### config.mk
export PLATFORM = sky130hd
export DESIGN_NAME = sdc_dac_if
export DESIGN_NICKNAME = d
export VERILOG_FILES = /design/src/verilog/sdc_pkg.sv /design/src/verilog/sdc_dac_if.sv /design/src/verilog/sdc_sync.sv
export SDC_FILE = /design/constraint.sdc
export NUM_CORES = 1
export LEC_CHECK = 0
export ABC_CLOCK_PERIOD_IN_PS = 1890
export BUFFER_PORTS_ARGS = -buffer_cell sky130_fd_sc_hd__buf_4
export CAP_MARGIN = 20
export CORE_MARGIN = 1
export CORE_UTILIZATION = 51
export CTS_CLUSTER_SIZE = 14
export DETAILED_ROUTE_END_ITERATION = 6
export PLACE_DENSITY = 0.77
export SYNTH_ARGS = -nofsm -noshare
export SYNTH_HDL_FRONTEND = slang
export SYNTH_SLANG_ARGS = --single-unit
export TNS_END_PERCENT = 20
### constraint.sdc
create_clock -name pclk -period 1.89 [get_ports pclk]
set_input_delay 0.2835 -clock pclk [delete_from_list [all_inputs] [get_ports pclk]]
set_output_delay 0.2835 -clock pclk [all_outputs]
set_load 0.01 [all_outputs]
### src/verilog/sdc_pkg.sv
// Constants, field layouts and carrier types of the serial converter front end
package sdc_pkg;

    // Frame layout
    localparam int FRAME_BITS = 16;
    localparam int CMD_BITS   = 3;
    localparam int CODE_BITS  = 10;
    localparam int SUB_BITS   = 3;
    localparam int CNT_BITS   = 5;

    // Register byte addresses
    localparam logic [7:0] ADDR_CTRL   = 8'h00;
    localparam logic [7:0] ADDR_SWCMD  = 8'h04;
    localparam logic [7:0] ADDR_STATUS = 8'h08;
    localparam logic [7:0] ADDR_INPUT  = 8'h0c;
    localparam logic [7:0] ADDR_CONV   = 8'h10;
    localparam logic [7:0] ADDR_FRAME  = 8'h14;

    // Field positions
    localparam int CTRL_LINK_EN   = 0;
    localparam int STAT_SHUTDOWN  = 0;
    localparam int STAT_LEN_ERR   = 1;
    localparam int STAT_CS_LEVEL  = 2;
    localparam int STAT_SETTLED   = 3;
    localparam int STAT_COUNT_LSB = 8;
    localparam int STAT_BITS_LSB  = 16;

    // Reset values
    localparam logic        CTRL_LINK_EN_RESET = 1'b1;
    localparam logic [15:0] WORD_RESET         = 16'h0000;
    localparam logic [12:0] VALUE_RESET        = 13'h0000;

    // Output settling time
    localparam int CLK_PERIOD_PS  = 5000;
    localparam int SETTLE_TIME_PS = 20000000;
    localparam int SETTLE_CYCLES  = (SETTLE_TIME_PS + CLK_PERIOD_PS - 1) / CLK_PERIOD_PS;
    localparam int SETTLE_BITS    = 12;

    // Low two command bits
    typedef enum logic [1:0] {
        SDC_LOAD_BOTH  = 2'b00,
        SDC_LOAD_INPUT = 2'b01,
        SDC_COPY       = 2'b10,
        SDC_SHUT_IDLE  = 2'b11
    } sdc_cmd_t;

    // Serial frame, most significant bit first
    typedef struct packed {
        logic                 command_bit_top;
        logic                 command_bit_mid;
        logic                 command_bit_low;
        logic [CODE_BITS-1:0] code_bits;
        logic                 sub_bit_top;
        logic                 sub_bit_mid;
        logic                 sub_bit_low;
    } sdc_frame_t;

    // Stored converter value
    typedef struct packed {
        logic [CODE_BITS-1:0] code_bits;
        logic [SUB_BITS-1:0]  sub_bits;
    } sdc_value_t;

endpackage : sdc_pkg

### src/verilog/sdc_dac_if.sv
// Serial command front end with APB register access
//
// Functional notes
// - Command bits all ones on an accepted frame enter shutdown.
// - In shutdown the serial receive path keeps shifting and decoding.
// - Shutdown leaves the input register untouched for later recall.
// - Frames are 16 bits, MSB first: command, ten code, three sub bits.
// - With select high, clock and data activity is ignored.
// - With select low, data shifts in on each rising clock edge.
// - Decode and register transfer happen on select rising with link decode enabled, or on a software command write.
// - Low command bits 00: load input, copy to converter, leave shutdown.
// - Low command bits 01: load input, converter unchanged.
// - Low command bits 10: copy input to converter, leave shutdown.
// - Copy, shutdown, idle command ignore code bits; idle changes nothing.
// - Power-up clears input and converter registers to zero.
//
// The APB register port and the address map were chosen for this implementation.
`timescale 1ns/1ps
module sdc_dac_if
    import sdc_pkg::*;
(
    input  wire logic        pclk,
    input  wire logic        presetn,
    input  wire logic [7:0]  paddr,
    input  wire logic        psel,
    input  wire logic        penable,
    input  wire logic        pwrite,
    input  wire logic [31:0] pwdata,
    output logic      [31:0] prdata,
    output logic             pready,
    output logic             pslverr,
    input  wire logic        sclk,
    input  wire logic        din,
    input  wire logic        cs_n,
    output sdc_value_t       conv_value,
    output logic             shutdown,
    output logic             output_settled
);

    ////////////////////////////////////////////////////////////////////////
    // Pin synchronisers and edge detection

    logic [2:0]            pins_s;
    logic                  sclk_s;
    logic                  din_s;
    logic                  cs_n_s;
    logic                  sclk_prev;
    logic                  cs_n_prev;
    logic                  din_prev;
    logic                  sclk_rise;
    logic                  cs_rise;

    sdc_sync #(
        .WIDTH     (3),
        .RESET_VAL (3'b100)
    ) u_sync (
        .pclk    (pclk),
        .presetn (presetn),
        .d       ({cs_n, sclk, din}),
        .q       (pins_s)
    );

    assign cs_n_s = pins_s[2];
    assign sclk_s = pins_s[1];
    assign din_s  = pins_s[0];

    always_ff @(posedge pclk or negedge presetn) begin
        if (!presetn) begin
            sclk_prev <= 1'b0;
            cs_n_prev <= 1'b1;
            din_prev  <= 1'b0;
        end else begin
            sclk_prev <= sclk_s;
            cs_n_prev <= cs_n_s;
            din_prev  <= din_s;
        end
    end

    assign sclk_rise = sclk_s & ~sclk_prev;
    assign cs_rise   = cs_n_s & ~cs_n_prev;

    ////////////////////////////////////////////////////////////////////////
    // Shift register and bit counter

    logic [FRAME_BITS-1:0] shift_reg;
    logic [CNT_BITS-1:0]   bit_cnt;
    logic                  link_en;

    always_ff @(posedge pclk or negedge presetn) begin
        if (!presetn) begin
            shift_reg <= WORD_RESET;
        end else if (!cs_n_s && sclk_rise) begin
            // Data sampled one cycle before the clock edge is seen
            shift_reg <= {shift_reg[FRAME_BITS-2:0], din_prev};
        end
    end

    always_ff @(posedge pclk or negedge presetn) begin
        if (!presetn) begin
            bit_cnt <= '0;
        end else if (cs_n_s) begin
            bit_cnt <= '0;
        end else if (sclk_rise && bit_cnt != '1) begin
            bit_cnt <= bit_cnt + 5'd1;
        end
    end

    ////////////////////////////////////////////////////////////////////////
    // Command source selection

    logic                  frame_done;
    logic                  sw_pending;
    logic [FRAME_BITS-1:0] sw_word;
    logic                  apply;
    sdc_frame_t            frame;
    sdc_cmd_t              cmd_low;
    logic                  wr_en;
    logic                  rd_en;

    assign wr_en      = psel & penable & pwrite;
    assign rd_en      = psel & ~penable & ~pwrite;
    assign frame_done = cs_rise & link_en;
    assign apply      = frame_done | sw_pending;
    // Last sixteen bits shifted, whatever the count
    assign frame      = frame_done ? sdc_frame_t'(shift_reg) : sdc_frame_t'(sw_word);
    assign cmd_low    = sdc_cmd_t'({frame.command_bit_mid, frame.command_bit_low});

    always_ff @(posedge pclk or negedge presetn) begin
        if (!presetn) begin
            sw_pending <= 1'b0;
            sw_word    <= WORD_RESET;
        end else if (wr_en && paddr == ADDR_SWCMD) begin
            sw_pending <= 1'b1;
            sw_word    <= pwdata[FRAME_BITS-1:0];
        end else if (!frame_done) begin
            sw_pending <= 1'b0;
        end
    end

    ////////////////////////////////////////////////////////////////////////
    // Double-buffered registers and shutdown

    sdc_value_t input_value;

    always_ff @(posedge pclk or negedge presetn) begin
        if (!presetn) begin
            input_value <= VALUE_RESET;
        end else if (apply && (cmd_low == SDC_LOAD_BOTH || cmd_low == SDC_LOAD_INPUT)) begin
            input_value <= {frame.code_bits, frame.sub_bit_top,
                            frame.sub_bit_mid, frame.sub_bit_low};
        end
    end

    always_ff @(posedge pclk or negedge presetn) begin
        if (!presetn) begin
            conv_value <= VALUE_RESET;
        end else if (apply && cmd_low == SDC_LOAD_BOTH) begin
            conv_value <= {frame.code_bits, frame.sub_bit_top,
                           frame.sub_bit_mid, frame.sub_bit_low};
        end else if (apply && cmd_low == SDC_COPY) begin
            conv_value <= input_value;
        end
    end

    always_ff @(posedge pclk or negedge presetn) begin
        if (!presetn) begin
            shutdown <= 1'b0;
        end else if (apply) begin
            case (cmd_low)
                SDC_LOAD_BOTH: begin
                    shutdown <= 1'b0;
                end
                SDC_COPY: begin
                    shutdown <= 1'b0;
                end
                SDC_SHUT_IDLE: begin
                    if (frame.command_bit_top) begin
                        shutdown <= 1'b1;
                    end
                end
                default: begin
                    shutdown <= shutdown;
                end
            endcase
        end
    end

    ////////////////////////////////////////////////////////////////////////
    // Settling timer after reset or shutdown exit

    logic [SETTLE_BITS-1:0] settle_cnt;
    logic                   shutdown_prev;

    always_ff @(posedge pclk or negedge presetn) begin
        if (!presetn) begin
            shutdown_prev <= 1'b0;
        end else begin
            shutdown_prev <= shutdown;
        end
    end

    always_ff @(posedge pclk or negedge presetn) begin
        if (!presetn) begin
            settle_cnt <= SETTLE_BITS'(SETTLE_CYCLES);
        end else if (shutdown) begin
            settle_cnt <= SETTLE_BITS'(SETTLE_CYCLES);
        end else if (settle_cnt != '0) begin
            settle_cnt <= settle_cnt - 12'd1;
        end
    end

    always_ff @(posedge pclk or negedge presetn) begin
        if (!presetn) begin
            output_settled <= 1'b0;
        end else begin
            output_settled <= !shutdown && settle_cnt == '0;
        end
    end

    ////////////////////////////////////////////////////////////////////////
    // Status tracking

    logic [7:0]            frame_count;
    logic [CNT_BITS-1:0]   last_bits;
    logic [FRAME_BITS-1:0] last_frame;
    logic                  len_err;
    logic                  len_err_set;
    logic                  len_err_clr;

    assign len_err_set = frame_done && bit_cnt != CNT_BITS'(FRAME_BITS);
    assign len_err_clr = wr_en && paddr == ADDR_STATUS && pwdata[STAT_LEN_ERR];

    always_ff @(posedge pclk or negedge presetn) begin
        if (!presetn) begin
            len_err <= 1'b0;
        end else if (len_err_set) begin
            len_err <= 1'b1;
        end else if (len_err_clr) begin
            len_err <= 1'b0;
        end
    end

    always_ff @(posedge pclk or negedge presetn) begin
        if (!presetn) begin
            frame_count <= '0;
            last_bits   <= '0;
            last_frame  <= WORD_RESET;
        end else if (frame_done) begin
            frame_count <= frame_count + 8'd1;
            last_bits   <= bit_cnt;
            last_frame  <= shift_reg;
        end
    end

    ////////////////////////////////////////////////////////////////////////
    // APB slave

    logic [31:0] next_prdata;
    logic        next_pslverr;
    logic        addr_ok;

    assign addr_ok = paddr == ADDR_CTRL || paddr == ADDR_SWCMD || paddr == ADDR_STATUS
                  || paddr == ADDR_INPUT || paddr == ADDR_CONV || paddr == ADDR_FRAME;
    assign pready  = psel & penable;

    always_comb begin
        next_prdata = 32'h0000_0000;
        case (paddr)
            ADDR_CTRL: begin
                next_prdata[CTRL_LINK_EN] = link_en;
            end
            ADDR_SWCMD: begin
                next_prdata[FRAME_BITS-1:0] = sw_word;
            end
            ADDR_STATUS: begin
                next_prdata[STAT_SHUTDOWN] = shutdown;
                next_prdata[STAT_LEN_ERR]  = len_err;
                next_prdata[STAT_CS_LEVEL] = cs_n_s;
                next_prdata[STAT_SETTLED]  = output_settled;
                next_prdata[STAT_COUNT_LSB +: 8]        = frame_count;
                next_prdata[STAT_BITS_LSB +: CNT_BITS]  = last_bits;
            end
            ADDR_INPUT: begin
                next_prdata[12:0] = input_value;
            end
            ADDR_CONV: begin
                next_prdata[12:0] = conv_value;
            end
            ADDR_FRAME: begin
                next_prdata[FRAME_BITS-1:0] = last_frame;
            end
            default: begin
                next_prdata = 32'h0000_0000;
            end
        endcase
    end

    assign next_pslverr = psel & ~penable & ~addr_ok;

    always_ff @(posedge pclk or negedge presetn) begin
        if (!presetn) begin
            prdata  <= 32'h0000_0000;
            pslverr <= 1'b0;
        end else begin
            prdata  <= rd_en ? next_prdata : 32'h0000_0000;
            pslverr <= next_pslverr;
        end
    end

    always_ff @(posedge pclk or negedge presetn) begin
        if (!presetn) begin
            link_en <= CTRL_LINK_EN_RESET;
        end else if (wr_en && paddr == ADDR_CTRL) begin
            link_en <= pwdata[CTRL_LINK_EN];
        end
    end

    ////////////////////////////////////////////////////////////////////////
    // Assertions

    shut_enter_a: assert property (@(posedge pclk) disable iff (!presetn)
        apply && frame.command_bit_top && cmd_low == SDC_SHUT_IDLE |=> shutdown)
        else $error("shutdown command did not enter shutdown");

    shut_keeps_input_a: assert property (@(posedge pclk) disable iff (!presetn)
        apply && cmd_low == SDC_SHUT_IDLE |=> $stable(input_value))
        else $error("shutdown altered the input register");

    shift_active_a: assert property (@(posedge pclk) disable iff (!presetn)
        !cs_n_s && sclk_rise |=> shift_reg == {$past(shift_reg[14:0]), $past(din_prev)})
        else $error("shift register missed a bit");

    shift_in_shut_a: assert property (@(posedge pclk) disable iff (!presetn)
        shutdown && !cs_n_s && sclk_rise |=> shift_reg[0] == $past(din_prev))
        else $error("receive path stalled in shutdown");

    idle_ignore_a: assert property (@(posedge pclk) disable iff (!presetn)
        cs_n_s |=> $stable(shift_reg) && bit_cnt == '0)
        else $error("shift activity while deselected");

    load_both_a: assert property (@(posedge pclk) disable iff (!presetn)
        apply && cmd_low == SDC_LOAD_BOTH
        |=> conv_value.code_bits == $past(frame.code_bits)
            && input_value == conv_value && !shutdown)
        else $error("load-both command failed");

    load_input_a: assert property (@(posedge pclk) disable iff (!presetn)
        apply && cmd_low == SDC_LOAD_INPUT
        |=> input_value.code_bits == $past(frame.code_bits) && $stable(conv_value))
        else $error("load-input command failed");

    copy_a: assert property (@(posedge pclk) disable iff (!presetn)
        apply && cmd_low == SDC_COPY |=> conv_value == $past(input_value) && !shutdown)
        else $error("copy command failed");

    idle_cmd_a: assert property (@(posedge pclk) disable iff (!presetn)
        apply && cmd_low == SDC_SHUT_IDLE && !frame.command_bit_top
        |=> $stable(input_value) && $stable(conv_value) && $stable(shutdown))
        else $error("idle command changed state");

    decode_on_rise_a: assert property (@(posedge pclk) disable iff (!presetn)
        !$stable(conv_value) || !$stable(input_value) |-> $past(apply))
        else $error("registers changed without a command");

    len_check_a: assert property (@(posedge pclk) disable iff (!presetn)
        frame_done && bit_cnt != 5'd16 |=> len_err)
        else $error("odd frame length not flagged");

    settle_a: assert property (@(posedge pclk) disable iff (!presetn)
        $fell(shutdown) |-> !output_settled [*8])
        else $error("settled flag rose too early after shutdown exit");

    shut_cover_c: cover property (@(posedge pclk) disable iff (!presetn)
        frame_done && cmd_low == SDC_SHUT_IDLE && frame.command_bit_top);
    recall_cover_c: cover property (@(posedge pclk) disable iff (!presetn)
        shutdown && frame_done && cmd_low == SDC_COPY);
    len_cover_c: cover property (@(posedge pclk) disable iff (!presetn) len_err_set);
    sw_cover_c: cover property (@(posedge pclk) disable iff (!presetn)
        sw_pending && !frame_done);

endmodule : sdc_dac_if

### src/verilog/sdc_sync.sv
// Two-stage synchroniser for pin inputs
`timescale 1ns/1ps
module sdc_sync #(
    parameter int               WIDTH     = 3,
    parameter logic [WIDTH-1:0] RESET_VAL = '0
) (
    input  wire logic             pclk,
    input  wire logic             presetn,
    input  wire logic [WIDTH-1:0] d,
    output logic      [WIDTH-1:0] q
);
    logic [WIDTH-1:0] stage1;

    always_ff @(posedge pclk or negedge presetn) begin
        if (!presetn) begin
            stage1 <= RESET_VAL;
            q      <= RESET_VAL;
        end else begin
            stage1 <= d;
            q      <= stage1;
        end
    end
endmodule : sdc_sync
Yosys cells after proc, flatten, opt, wreduce, memory -nomap -nowiden
Cells that the tools add are included.
{"block": "classes", "addsub": 3, "multipliers": 0, "n_div": 0, "n_lt_le_gt_ge": 0, "n_eq_ne": 12, "n_shift": 0, "muxes": 20, "bitwise_logic": 14, "n_reduce_logical": 30}
{"op": "2-to-1 mux 13 bit", "count": 2}
{"op": "case mux 5 bit (5 select lines)", "count": 1}
{"op": "2-to-1 mux 12 bit", "count": 2}
{"op": "2-to-1 mux 21 bit", "count": 1}
{"op": "== test 8 x 4 -> 1 bit, second input constant", "count": 2}
{"op": "== test 8 x 5 -> 1 bit, second input constant", "count": 2}
{"op": "2-to-1 mux 16 bit", "count": 1}
{"op": "case mux 4 bit (4 select lines)", "count": 1}
{"op": "2-to-1 mux 5 bit", "count": 3}
{"op": "case mux 3 bit (5 select lines)", "count": 1}
{"op": "zero test 12 bit", "count": 1}
{"op": "nonzero test 12 bit", "count": 1}
{"op": "subtractor 12 x 1 -> 12 bit, second input constant", "count": 1}
{"op": "logical AND 1 bit", "count": 11}
{"op": "inequality test 5 bit, second input constant", "count": 2}
{"op": "nonzero test 2 bit", "count": 5}
{"op": "case mux 3 bit (3 select lines)", "count": 1}
{"op": "adder 8 x 1 -> 8 bit, second input constant", "count": 1}
{"op": "AND 1 bit", "count": 8}
{"op": "== test 8 x 3 -> 1 bit, second input constant", "count": 1}
{"op": "zero test 8 bit", "count": 1}
{"op": "logical OR 1 bit", "count": 6}
{"op": "case mux 1 bit (6 select lines)", "count": 1}
{"op": "adder 5 x 1 -> 5 bit, second input constant", "count": 1}
{"op": "other kinds (12)", "count": 22}
{"block": "word_totals", "regBits": 140, "latch_bits": 0, "mem_bits_rw": 0, "rom_bits": 0, "memories": 0}

Logic depth before layout (Yosys ltp)
Gate-level depths: netlist of the first run.
{"block": "logic_depth", "word_depth": 8, "ltp_mapped": 7, "mapped_depth_nobuf": 7}

Modules after synthesis
From an unflattened synthesis of the first run, not the netlist that was laid out.
{"block": "hier_totals", "hier_cells": 572, "hier_area_um2": 6319.8}
{"module": "sdc_dac_if", "n_inst": 1, "cells_each": 566, "area_each_um2": 6167.2, "seq_area_each_um2": 3363.2}
{"module": "sdc_sync", "n_inst": 1, "cells_each": 6, "area_each_um2": 152.6, "seq_area_each_um2": 152.6}

Worst setup path after synthesis of the first run
No wires, ideal clock.
{"block": "synth_path", "path_type": "reg-to-reg", "from": "reg bit_cnt[0]", "to": "reg bit_cnt[3]", "t_arrival_ns": 1.824, "required_ns": 1.768, "slack_ns": -0.056, "path_stages_with_launch": 8, "path_cell_list": "dfrtp_1 > ha_1 > and3_1 > ha_1 > nor3b_1 > nand4_1 > xor2_1 > nor2_1"}
{"block": "synth_via", "elab_chain_cells": 3, "elab_cells_between_ends": 6, "cone_classes": "add/sub (1); eq/ne (1); mux (2); reduce/logical (2)"}
{"item": "start: declaration", "line_no": "sdc_dac_if.sv:86", "text": "logic [CNT_BITS-1:0] bit_cnt;"}
{"item": "start signal: assignment", "line_no": "sdc_dac_if.sv:104", "text": "bit_cnt <= bit_cnt + 5'd1;"}
{"item": "adder 5 x 1 -> 5 bit / inequality test 5 bit (equally long branches)", "line_no": "sdc_dac_if.sv:104, sdc_dac_if.sv:103"}
{"item": "2-to-1 mux 5 bit / logical AND 1 bit (equally long branches)", "line_no": "sdc_dac_if.sv:103", "text": "end else if (sclk_rise && bit_cnt != '1) begin"}
{"item": "2-to-1 mux 5 bit / nonzero test 2 bit (equally long branches)"}
Parallel ways exist; a longest one is shown, timed or not. The select of a mux whose other input is x is not followed.
A chain may end at the register's enable or synchronous reset.

Worst setup path in the final report of the first run
{"block": "layout_path", "from": "reg link_en", "to": "reg conv_value[5] in the netlist's numbering"}
{"block": "layout_via", "elab_chain_cells": 5, "elab_cells_between_ends": 9, "cone_classes": "eq/ne (1); mux (2); bitwise (2); reduce/logical (4)"}
{"item": "start: declaration", "line_no": "sdc_dac_if.sv:87", "text": "logic link_en;"}
{"item": "start signal: assignment", "line_no": "sdc_dac_if.sv:314", "text": "link_en <= pwdata[CTRL_LINK_EN];"}
{"item": "AND 1 bit *", "line_no": "sdc_dac_if.sv:122", "text": "assign frame_done = cs_rise & link_en;"}
{"item": "2-to-1 mux 16 bit", "line_no": "sdc_dac_if.sv:125", "text": "assign frame = frame_done ? sdc_frame_t'(shift_reg) : sdc_frame_t'(sw_word);"}
{"item": "== test 2 bit / zero test 2 bit (equally long branches)", "line_no": "sdc_dac_if.sv:160, sdc_dac_if.sv:157"}
{"item": "logical AND 1 bit (on tied branches)", "line_no": "sdc_dac_if.sv:160, sdc_dac_if.sv:157"}
{"item": "nonzero test 2 bit (no source line) / 2-to-1 mux 13 bit (equally long branches)"}
{"item": "end signal: assignment", "line_no": "sdc_dac_if.sv:158", "text": "conv_value <= {frame.code_bits, frame.sub_bit_top,"}
{"item": "end signal: assignment", "line_no": "sdc_dac_if.sv:161", "text": "conv_value <= input_value;"}
{"item": "end: declaration", "line_no": "sdc_dac_if.sv:35", "text": "output sdc_value_t conv_value,"}
Every way passes the cells marked *; elsewhere a longest branch is shown, timed or not.

==> results of run 1 <==
==> cells by family after synthesis <==
family | share of synthesized area [%]
compound gates | 10.60
xor+xnor | 1.644
fa+ha+maj | 1.174
buf+inv | 4.226
flops | 54.98
mux | 10.64
other cells | 0.05864
simple gates | 16.67
==> cells in the final DEF, fill, tap and decap left out, types with 4 or more instances in the layout <==
| cell type | netlist | routed |
|---|---|---|
| a21oi_1 | 6 | 6 |
| a221o_1 | 8 | 8 |
| a22oi_1 | 5 | 5 |
| a31oi_1 | 14 | 14 |
| and2_1 | 7 | 7 |
| and3_1 | 9 | 9 |
| buf_4 | 11 | 96 |
| clkbuf_1 | 21 | 4 |
| clkbuf_16 | 0 | 17 |
| clkinv_2 | 0 | 6 |
| conb_1 | 1 | 11 |
| dfrtp_1 | 130 | 130 |
| dfstp_2 | 10 | 10 |
| dlygate4sd3_1 | 0 | 4 |
| ha_1 | 6 | 6 |
| inv_1 | 9 | 9 |
| mux2_2 | 34 | 34 |
| mux2_4 | 9 | 9 |
| mux2i_1 | 14 | 14 |
| nand2_1 | 110 | 110 |
| nand2b_1 | 5 | 5 |
| nand3_1 | 8 | 8 |
| nand4_1 | 6 | 6 |
| nor2_1 | 42 | 42 |
| nor3_1 | 6 | 6 |
| o211ai_1 | 8 | 8 |
| o21ai_0 | 32 | 31 |
| o32a_1 | 14 | 14 |
| or3_1 | 7 | 7 |
| xnor2_1 | 10 | 10 |
==> per-layer routing <==
layer  vias to the layer above  GRT usage, %  wire, microns
li1                       2249             -              -
met1                      2381         32.08           6324
met2                       196         38.34           6986
met3                        32         6.004           1011
met4                         0         11.17            384
met5                         -             0              0
==> area by class of cell <==
type / count / area (sq um)
clock buffers: 24 / 481.7
clock inverters: 8 / 67.56
fillers: 902 / 4283
inverters: 10 / 37.54
multi-input cells: 408 / 2673
flip-flops and latches: 140 / 3516
well taps: 168 / 210.2
repair buffers: 105 / 843.3
==> worst paths after layout <==
| check | start | endpoint | slack, ns | depth (start not counted) |
|---|---|---|---|---|
| max | link_en | conv_value[5] | 0.07 | 6 |
| min in group asynchronous | presetn | u_sync.stage1[1] | 0.33 | 2 |
| max reg2reg | link_en | conv_value[5] | 0.07 | 6 |
| max in group asynchronous | presetn | settle_cnt[7] | 0.86 | 3 |
| min reg2reg | u_sync.stage1[1] | u_sync.q[1] | 0.35 | 0 |
| min | pwdata[10] | sw_word[10] | 0.1 | 2 |
==> power by group through the flow <==
stage | Sequential [mW] | Combinational, mW | Clock [mW]
after floorplan | 3.54 | 0.693 | 0
after global placement | 3.59 | 0.960 | 0
after detailed placement | 3.61 | 1.01 | 0
after CTS | 3.56 | 1.03 | 3.10
after global routing | 3.60 | 1.20 | 3.26
final | 3.57 | 1.07 | 3.07
==> worst max-delay path: cells and delay by family (launching register included) <==
kind | cells | cell delay, ns
mux | 1 | 0.19
flops | 1 | 0.60
buf+inv | 2 | 0.38
simple gates | 1 | 0.25
compound gates | 2 | 0.29
==> repair_timing <==
item,4_1_cts,5_1_grt
hold buffers,4,0
endpoints found under the setup margin,13,16
buffers inserted,0,4
resized for setup,1,5
hold endpoints to repair,37,0
pin swaps,0,1
==> metrics by stage <==
step / hold WS (ns) / worst slack [ns] / cell area [sq um] / std cells
2_1_floorplan: -0.01209 / 0.06322 / 6437 / 600
3_3_place_gp: 0.2104 / 0.001514 / 7184 / 823
3_5_place_dp: 0.2178 / -0.09240 / 7184 / 823
4_1_cts: 0.08494 / 0.01981 / 7781 / 859
5_1_grt: 0.08465 / 0.003922 / 7829 / 863
6_report: 0.09580 / 0.07179 / 7829 / 863
==> impl_metrics.toml, run 1 <==
[run_status]
outcome = "finished, final reports clean"

[route]
dr.pass1.iters = 5
drt_wl_total_mm = 14.71
drt_iter0_markers = 450
avgViaCountPerCell = 5.629
postRouteAntennaNets = 0
drc = 0
wl_per_cell_microns = 17.04
vias = 4858

[synth]
synth.most_common_cell = "dfrtp_1"
syn-cell-area_sq_um = 6395
yosysUniqueCellTypes = 59
synth_top_cells_by_area = "dfrtp_1 (51%), nand2_1 (6.5%), mux2_2 (6.0%), dfstp_2 (4.1%), o21ai_0 (2.5%)"
yosysTopAreaCell = "dfrtp_1"
synth_top_cell_area_share_pct = 50.87
syn_avg_cell_area_sq_um = 10.84
ys_seq_area_share_pct = 54.98
synth-seq-cells = 140
synth_warnings = 0
synth_edf_count = 0
synthCells = 590
yosys_most_used_dff = "dfrtp_1"
synth-async-reset-ratio_pct = 100.0
yosys-top-cells-count = "dfrtp_1 (130), nand2_1 (110), nor2_1 (42)"

[timing]
tightest_slew_ns = 0.7438
post-route-period-util_pct = 96.20
drv_slew = 0
tns_ns = 0
skew_ns = 0.008358
period_needed_ns = 1.818
max_slew_margin_pct = 50.22
fmax_ghz = 0.5500
rsz0062_at_grt = "true"
setup_viol = 0
hold_viol_final = 0

[power]
p_int_mw = 5.742
p_total_mw = 7.721
powerDensity_nw_per_um2 = 986.2
ir_drop_mv = 0.7031
p_leak_nw = 3.785
clkPwrFrac_pct = 39.8
power_frac_seq_pct = 46.3
p_comb_share_pct = 13.9
swShare_pct = 25.64
p_switching_mw = 1.979

[final_layout]
regMostFlops = "prdata"
diodes = 0
largest_reg_flops = 21
nets = 736
syn2layout_area_growth_pct = 22.42
utilization_pct = 64.64
drive_above_1_share_pct = 28.49

[setup_path]
required_ns = 2.21
endpoint_kind = "flop"
crit_fanout = 13
path_class = "reg -> reg"
worstPathArrival_ns = 2.14
critical_path.most_common_cell = "o21ai_0"
start_kind = "flop"
slowest_delay_ns = 0.60
cp_slowest_cell = "dfstp_2"
crit_chain = "and3b_2 -> buf_6 -> mux2i_1 -> buf_4 -> o21ai_0 -> o21ai_0"

[place]
dp_hpwl_mm = 9.959
portBuffers = 69
gp_congestion = 0.8365

[clock_tree]
numClockSinks = 140
tritoncts.num_buffers = 17
cts_buffer_depth = 2
path_clk_slew_ns = 0.06
root_buffer = "clkbuf_16"
clock_latency_ns = 0.42
htree_levels = 4
cts_tree = "yes"

[die]
die_x_microns = 114.0
die_h_microns = 114.0
die-area_sq_um = 12990
placeableCoreArea_sq_um = 12110
num_io_pins = 97
initial_core_util_pct = 52.80
rows = 40

[grt]
grt_overflow = 0
antenna_found_initial = 0
grt_usage_pct = 24.39
grt_max_degree = 63
grt_pass1_wl_mm = 24.05
first_global_vias = 4797

[worst_hold_path]
hold_path.class = "in -> reg"

[flow_run]
cap_violations = 0
(Power assumes the default switching activity.)
==> inputs of run 2 (changes only) <==
--- a/config.mk
+++ b/config.mk
@@ -5,14 +5,16 @@
 export SDC_FILE = /design/constraint.sdc
 export NUM_CORES = 1
 export LEC_CHECK = 0
+export ABC_AREA = 1
 export ABC_CLOCK_PERIOD_IN_PS = 1890
 export BUFFER_PORTS_ARGS = -buffer_cell sky130_fd_sc_hd__buf_4
 export CAP_MARGIN = 20
 export CORE_MARGIN = 1
-export CORE_UTILIZATION = 51
+export CORE_UTILIZATION = 52
 export CTS_CLUSTER_SIZE = 14
 export DETAILED_ROUTE_END_ITERATION = 6
-export PLACE_DENSITY = 0.77
+export PLACE_DENSITY = 0.78
+export SLEW_MARGIN = 10
 export SYNTH_ARGS = -nofsm -noshare
 export SYNTH_HDL_FRONTEND = slang
 export SYNTH_SLANG_ARGS = --single-unit
==> run 2 against run 1 <==
Against the previous run: area after synthesis rose by 4.5%; critical endpoint is now conv_value[0]; sequential share of layout area fell by 1.4 points; combinational power shrank 37%; synthesized cell count grew 38%; critical path depth rose by 2; largest cell class unchanged; routed wire length is 11% higher; worst setup slack improved by 0.0016 ns; first-iteration DRC count rose by 28%; utilization decreased by 0.32 points; critical path type unchanged; total power shrank 8.7%; non-clock buffer count decreased by 5; sequential power is 9.0% lower.
==> impl_metrics.toml, run 2 <==
[run_status]
outcome = "finished, final reports clean"

[grt]
grt_overflow = 0
grt_pass1_wl_mm = 25.92
met3_usage_pct = 6.589
gr-usage-met2_pct = 40.12
antenna_found_initial = 0
met1_usage_pct = 35.02
grt_max_degree = 57
busiest_layer = "met2"
first_global_vias = 5256
grt_usage_pct = 26.13

[final_layout]
regMostFlops = "prdata"
mostFrequentLayoutCells = "nand2_1 (207), dfrtp_1 (130), nand3_1 (119)"
largest_reg_flops = 21
syn2layout_area_growth_pct = 20.97
nets = 960
diodes = 0
final_area_sq_um = 8084
drive_above_1_share_pct = 18.32
layout_commonest_cell = "nand2_1"

[synth]
yosysTopAreaCell = "dfrtp_1"
yosysUniqueCellTypes = 36
synth_top_cell_area_share_pct = 48.68
synth_edf_count = 0
muxShareOfSynthArea_pct = 0
syn_avg_cell_area_sq_um = 8.200
synth.most_common_cell = "nand2_1"
yosys-top-cells-count = "nand2_1 (207), dfrtp_1 (130), nand3_1 (119)"
synth_warnings = 0
yosys.area_share.simple_pct = 28.35
yosys_most_used_dff = "dfrtp_1"
synthCells = 815
synth-adder-area-share_pct = 1.123
synth-async-reset-ratio_pct = 100.0
synth_top_cells_by_area = "dfrtp_1 (49%), nand2_1 (12%), nand3_1 (8.9%), inv_1 (5.1%), o21ai_0 (4.6%)"
syn-cell-area_sq_um = 6683
synth_compound_area_share_pct = 8.013
synth-seq-cells = 140
synth_top_family_by_area = "simple AND/OR/NAND/NOR gates"
ys_seq_area_share_pct = 52.61
synth_xor_area_share_pct = 0.9174

[flow_run]
cap_violations = 0

[setup_path]
crit_family = "simple AND/OR/NAND/NOR gates"
path_class = "reg -> reg"
crit_fanout = 18
crit_chain = "nand3b_4 -> clkinv_4 -> nand2_1 -> nand2_1 -> inv_2 -> or2_0 -> nand2_1 -> inv_1"
worstPathArrival_ns = 2.14
cp_slowest_cell = "dfstp_2"
critical_path.most_common_cell = "nand2_1"
endpoint_kind = "flop"
slowest_delay_ns = 0.60
required_ns = 2.21
critPathBufInv = 3
start_kind = "flop"

[power]
ir_drop_mv = 0.6370
clkPwrFrac_pct = 44.2
swShare_pct = 25.54
p_int_mw = 5.247
p_switching_mw = 1.800
p_comb_share_pct = 9.6
p_total_mw = 7.048
powerDensity_nw_per_um2 = 871.8
power_frac_seq_pct = 46.2
p_leak_nw = 4.074

[die]
placeableCoreArea_sq_um = 12570
rows = 41
die_x_microns = 115.4
die_h_microns = 115.4
die-area_sq_um = 13310
initial_core_util_pct = 53.17
num_io_pins = 97

[clock_tree]
htree_levels = 4
numClockSinks = 140
tritoncts.num_buffers = 17
cts_buffer_depth = 2
cts_setup_buffers = 0
root_buffer = "clkbuf_16"
path_clk_slew_ns = 0.06
clock_latency_ns = 0.43
cts_tree = "yes"

[timing]
period_needed_ns = 1.817
skew_ns = 0.005782
setup_viol = 0
drv_slew = 0
tightest_slew_ns = 0.5225
fmax_ghz = 0.5505
max_slew_margin_pct = 65.17
rsz0062_at_grt = "true"
hold_viol_final = 0
post-route-period-util_pct = 96.12
fin_hold_ws_ns = 0.08092

[route]
dr.pass1.iters = 5
avgViaCountPerCell = 5.211
drt_wl_total_mm = 16.28
vias = 5675
wl_per_cell_microns = 14.95
drc = 0
drt_iter0_markers = 578
postRouteAntennaNets = 0

[place]
dp_hpwl_mm = 11.23
placedInstanceArea_sq_um = 7487
gp_congestion = 0.8660
portBuffers = 69

[worst_hold_path]
hold_path.class = "in -> reg"
-- run 2: final cells by class --
| class | instances | area, sq um |
|---|---|---|
| well taps | 172 | 215.2 |
| fillers | 1053 | 4484 |
| clock inverters | 11 | 95.09 |
| flip-flops and latches | 140 | 3516 |
| multi-input cells | 552 | 2616 |
| clock buffers | 19 | 452.9 |
| inverters | 95 | 361.6 |
| repair buffers | 100 | 827.0 |
-- run 2: cell families after synthesis --
group,count (synthesis)
xor+xnor,7
other cells,1
buf+inv,133
compound gates,94
fa+ha+maj,6
simple gates,434
flops,140
-- run 2: routing by layer --
| metal | vias to the layer above | routed length [microns] |
|---|---|---|
| li1 | 2764 | - |
| met1 | 2631 | 7047 |
| met2 | 251 | 7509 |
| met3 | 29 | 1353 |
| met4 | 0 | 369 |
| met5 | - | 0 |
-- run 2: through the flow --
step                std cells   TNS, ns  setup WS (ns)  utilization (%)
finish                   1089         0        0.07337            64.32
global route             1089  -0.02860       -0.01186            64.32
CTS                      1089         0        0.03084            64.25
detailed placement       1055         0        0.07948            59.57
global placement         1055         0        0.09616            59.57
floorplan                 825         0         0.3865                -
-- run 2: timing repair --
item                                    in CTS  in global routing
endpoints found under the hold margin       49                  0
gates resized for setup                      0                  1
endpoints found under the setup margin       0                 23
hold buffers                                 4                  0
-- run 2: final timing paths --
kind | from | to | slack, ns | cells after the start
max | u_sync.q[2] | conv_value[0] | 0.07 | 8
min | pwdata[8] | sw_word[8] | 0.08 | 3
max reg2reg | u_sync.q[2] | conv_value[0] | 0.07 | 8
min reg2reg | u_sync.stage1[1] | u_sync.q[1] | 0.35 | 0
max in group asynchronous | presetn | shift_reg[1] | 0.83 | 3
min in group asynchronous | presetn | frame_count[6] | 0.39 | 2
-- run 2: power by group through the flow --
stage                     registers (mW)  logic, mW  clock network [mW]
after floorplan                     3.28      0.391                   0
after global placement              3.30      0.651                   0
after detailed placement            3.30      0.663                   0
after CTS                           3.25      0.678                3.14
after global routing                3.27      0.770                3.27
final                               3.25      0.678                3.12
-- run 2: worst min-delay path: cells and delay by family --
| kind | cells | cell delay (ns) |
|---|---|---|
| and+or+nand+nor | 2 | 0.12 |
| buffers and inverters | 1 | 0.08 |
==> inputs of run 3 (changes only) <==
--- a/config.mk
+++ b/config.mk
@@ -14,6 +14,7 @@
 export CTS_CLUSTER_SIZE = 14
 export DETAILED_ROUTE_END_ITERATION = 6
 export PLACE_DENSITY = 0.78
+export REMOVE_ABC_BUFFERS = 1
 export SLEW_MARGIN = 10
 export SYNTH_ARGS = -nofsm -noshare
 export SYNTH_HDL_FRONTEND = slang
==> run 3 against run 2 <==
Against the previous run: sequential cell count did not move; clock skew rose by 0.0016 ns; via count rose by 1.1%; design area rose by 0.77%; final cell count rose by 0.55%; worst setup slack improved by 0.025 ns; clock-buffer cell count rose by 8; routed wire length barely moved; worst hold slack improved by 0.0021 ns; fmax rose by 1.4%; sequential power barely moved; utilization rose by 0.50 points; critical path type unchanged; critical endpoint is now conv_value[11]; highest routed layer unchanged.
==> impl_metrics.toml, run 3 (synthesis results as in run 2) <==
[clock_tree]
clock_latency_ns = 0.42
htree_levels = 4
cts_buffer_depth = 2
cts_setup_buffers = 0
numClockSinks = 140
tritoncts.num_buffers = 17
root_buffer = "clkbuf_16"
cts_tree = "yes"
path_clk_slew_ns = 0.06

[setup_path]
critical_path.most_common_cell = "nand2_1"
crit_chain = "nand3b_4 -> clkinv_4 -> nand2_1 -> nand2_1 -> inv_2 -> or2_0 -> nand2_1 -> inv_1"
crit_fanout = 18
endpoint_kind = "flop"
worstPathArrival_ns = 2.11
slowest_delay_ns = 0.59
critPathBufInv = 3
path_class = "reg -> reg"
start_kind = "flop"
cp_slowest_cell = "dfstp_2"
crit_family = "simple AND/OR/NAND/NOR gates"
required_ns = 2.21

[place]
dp_hpwl_mm = 11.09
dp_cells = 1059
place_ws_ns = 0.04353
gp_congestion = 0.9038
portBuffers = 69

[power]
clkPwrFrac_pct = 46.7
ir_drop_mv = 0.5984
p_switching_mw = 1.729
p_comb_share_pct = 9.2
powerDensity_nw_per_um2 = 905.4
power_frac_seq_pct = 44.1
swShare_pct = 23.44
p_leak_nw = 4.103
p_int_mw = 5.647

[route]
avgViaCountPerCell = 5.242
wl_met2_mm = 7.675
drc = 0
vias = 5740
drt_wl_total_mm = 16.27
wl_met3_mm = 1.090
wl_met1_mm = 7.014
wl_per_cell_microns = 14.85
highest_layer = "met4"
dr.pass1.iters = 5
postRouteAntennaNets = 0
drt_iter0_markers = 548

[final_layout]
nets = 964
largest_reg_flops = 21
diodes = 0
syn2layout_area_growth_pct = 21.91
seqCellArea_sq_um = 3516
mostFrequentLayoutCells = "nand2_1 (207), dfrtp_1 (130), nand3_1 (119)"
finalNonFillerCells = 1095
regMostFlops = "prdata"
fill_cells = 1064
multi_input_area_sq_um = 2616
layout_commonest_cell = "nand2_1"
drive_above_1_share_pct = 18.31

[timing]
fmax_ghz = 0.5581
tightest_slew_ns = 0.5378
hold_viol_final = 0
fin_hold_ws_ns = 0.08301
period_needed_ns = 1.792
max_slew_margin_pct = 64.02
worst_slack_ns = 0.09824
skew_ns = 0.007397
post-route-period-util_pct = 94.80
drv_slew = 0
rsz0062_at_grt = "true"
setup_viol = 0

[grt]
antenna_found_initial = 0
grt_overflow = 0
grt_usage_pct = 27.10
grt_pass1_wl_mm = 26.84
grt_max_degree = 62
first_global_vias = 5368

[flow_run]
cap_violations = 0

[die]
die_x_microns = 115.4
rows = 41
placeableCoreArea_sq_um = 12570
initial_core_util_pct = 53.17
num_io_pins = 97
die-area_sq_um = 13310
die_h_microns = 115.4

[run_status]
outcome = "finished, final reports clean"

[worst_hold_path]
hold_path.class = "in -> reg"
-- run 3: cell count changes in the layout (fill, tap and decap cells not counted) --
cell,before,now
clkinvlp_4,3,2
clkinv_2,5,0
bufinv_16,1,3
clkbuf_1,0,5
inv_6,2,0
buf_4,90,97
buf_12,5,2
clkbuf_8,2,5
-- run 3: timing repair --
action / CTS / global route
endpoints found under the setup margin: 0 / 8
gates resized for setup: 0 / 1
endpoints found under the hold margin: 36 / 0
hold buffers: 4 / 0
-- run 3: cell type report --
cell class	count	area share (%)
Clock inverter	5	1.290
Sequential cell	140	43.16
Tap cell	172	2.642
Clock buffer	27	6.297
Multi-Input combinational cell	552	32.11
Timing Repair Buffer	104	10.06
Inverter	95	4.439
-- run 3: worst paths after layout --
| kind | from | endpoint | slack [ns] | cells past startpoint |
|---|---|---|---|---|
| setup / recovery | u_sync.q[2] | conv_value[11] | 0.1 | 8 |
| hold / removal | pwdata[4] | sw_word[4] | 0.08 | 3 |
| setup reg to reg | u_sync.q[2] | conv_value[11] | 0.1 | 8 |
| hold reg to reg | u_sync.stage1[0] | u_sync.q[0] | 0.35 | 0 |
| max in group asynchronous | presetn | cs_n_prev | 0.87 | 3 |
| min in group asynchronous | presetn | settle_cnt[2] | 0.35 | 2 |
-- run 3: routing by layer --
metal  vias up  track usage, %
met4         0           12.38
met1      2711           36.88
li1       2770               -
met5         -               0
met3        41           4.955
met2       218           42.44
-- run 3: worst register-to-register path: cells and delay by family, from the launching register on --
| family | cells | cell delay (ns) |
|---|---|---|
| buf+inv | 3 | 0.40 |
| flops | 1 | 0.59 |
| simple gates | 5 | 0.73 |
-- run 3: power by group through the flow --
| stage | clock network, mW | registers [mW] | logic, mW |
|---|---|---|---|
| 2_1_floorplan | 0 | 3.28 | 0.364 |
| 3_3_place_gp | 0 | 3.29 | 0.656 |
| 3_5_place_dp | 0 | 3.30 | 0.669 |
| 4_1_cts | 3.50 | 3.25 | 0.682 |
| 5_1_grt | 3.62 | 3.27 | 0.784 |
| 6_report | 3.44 | 3.25 | 0.680 |
-- run 3: per-stage QoR --
step	cell area [sq um]	utilization (%)	TNS, ns	total power [mW]
after floorplan	6485	-	-2.242	3.647
final	8147	64.82	0	7.376
after global routing	8147	64.82	-0.01304	7.676
after CTS	8138	64.75	0	7.427
after global placement	7480	59.51	0	3.950
after detailed placement	7480	59.51	0	3.968
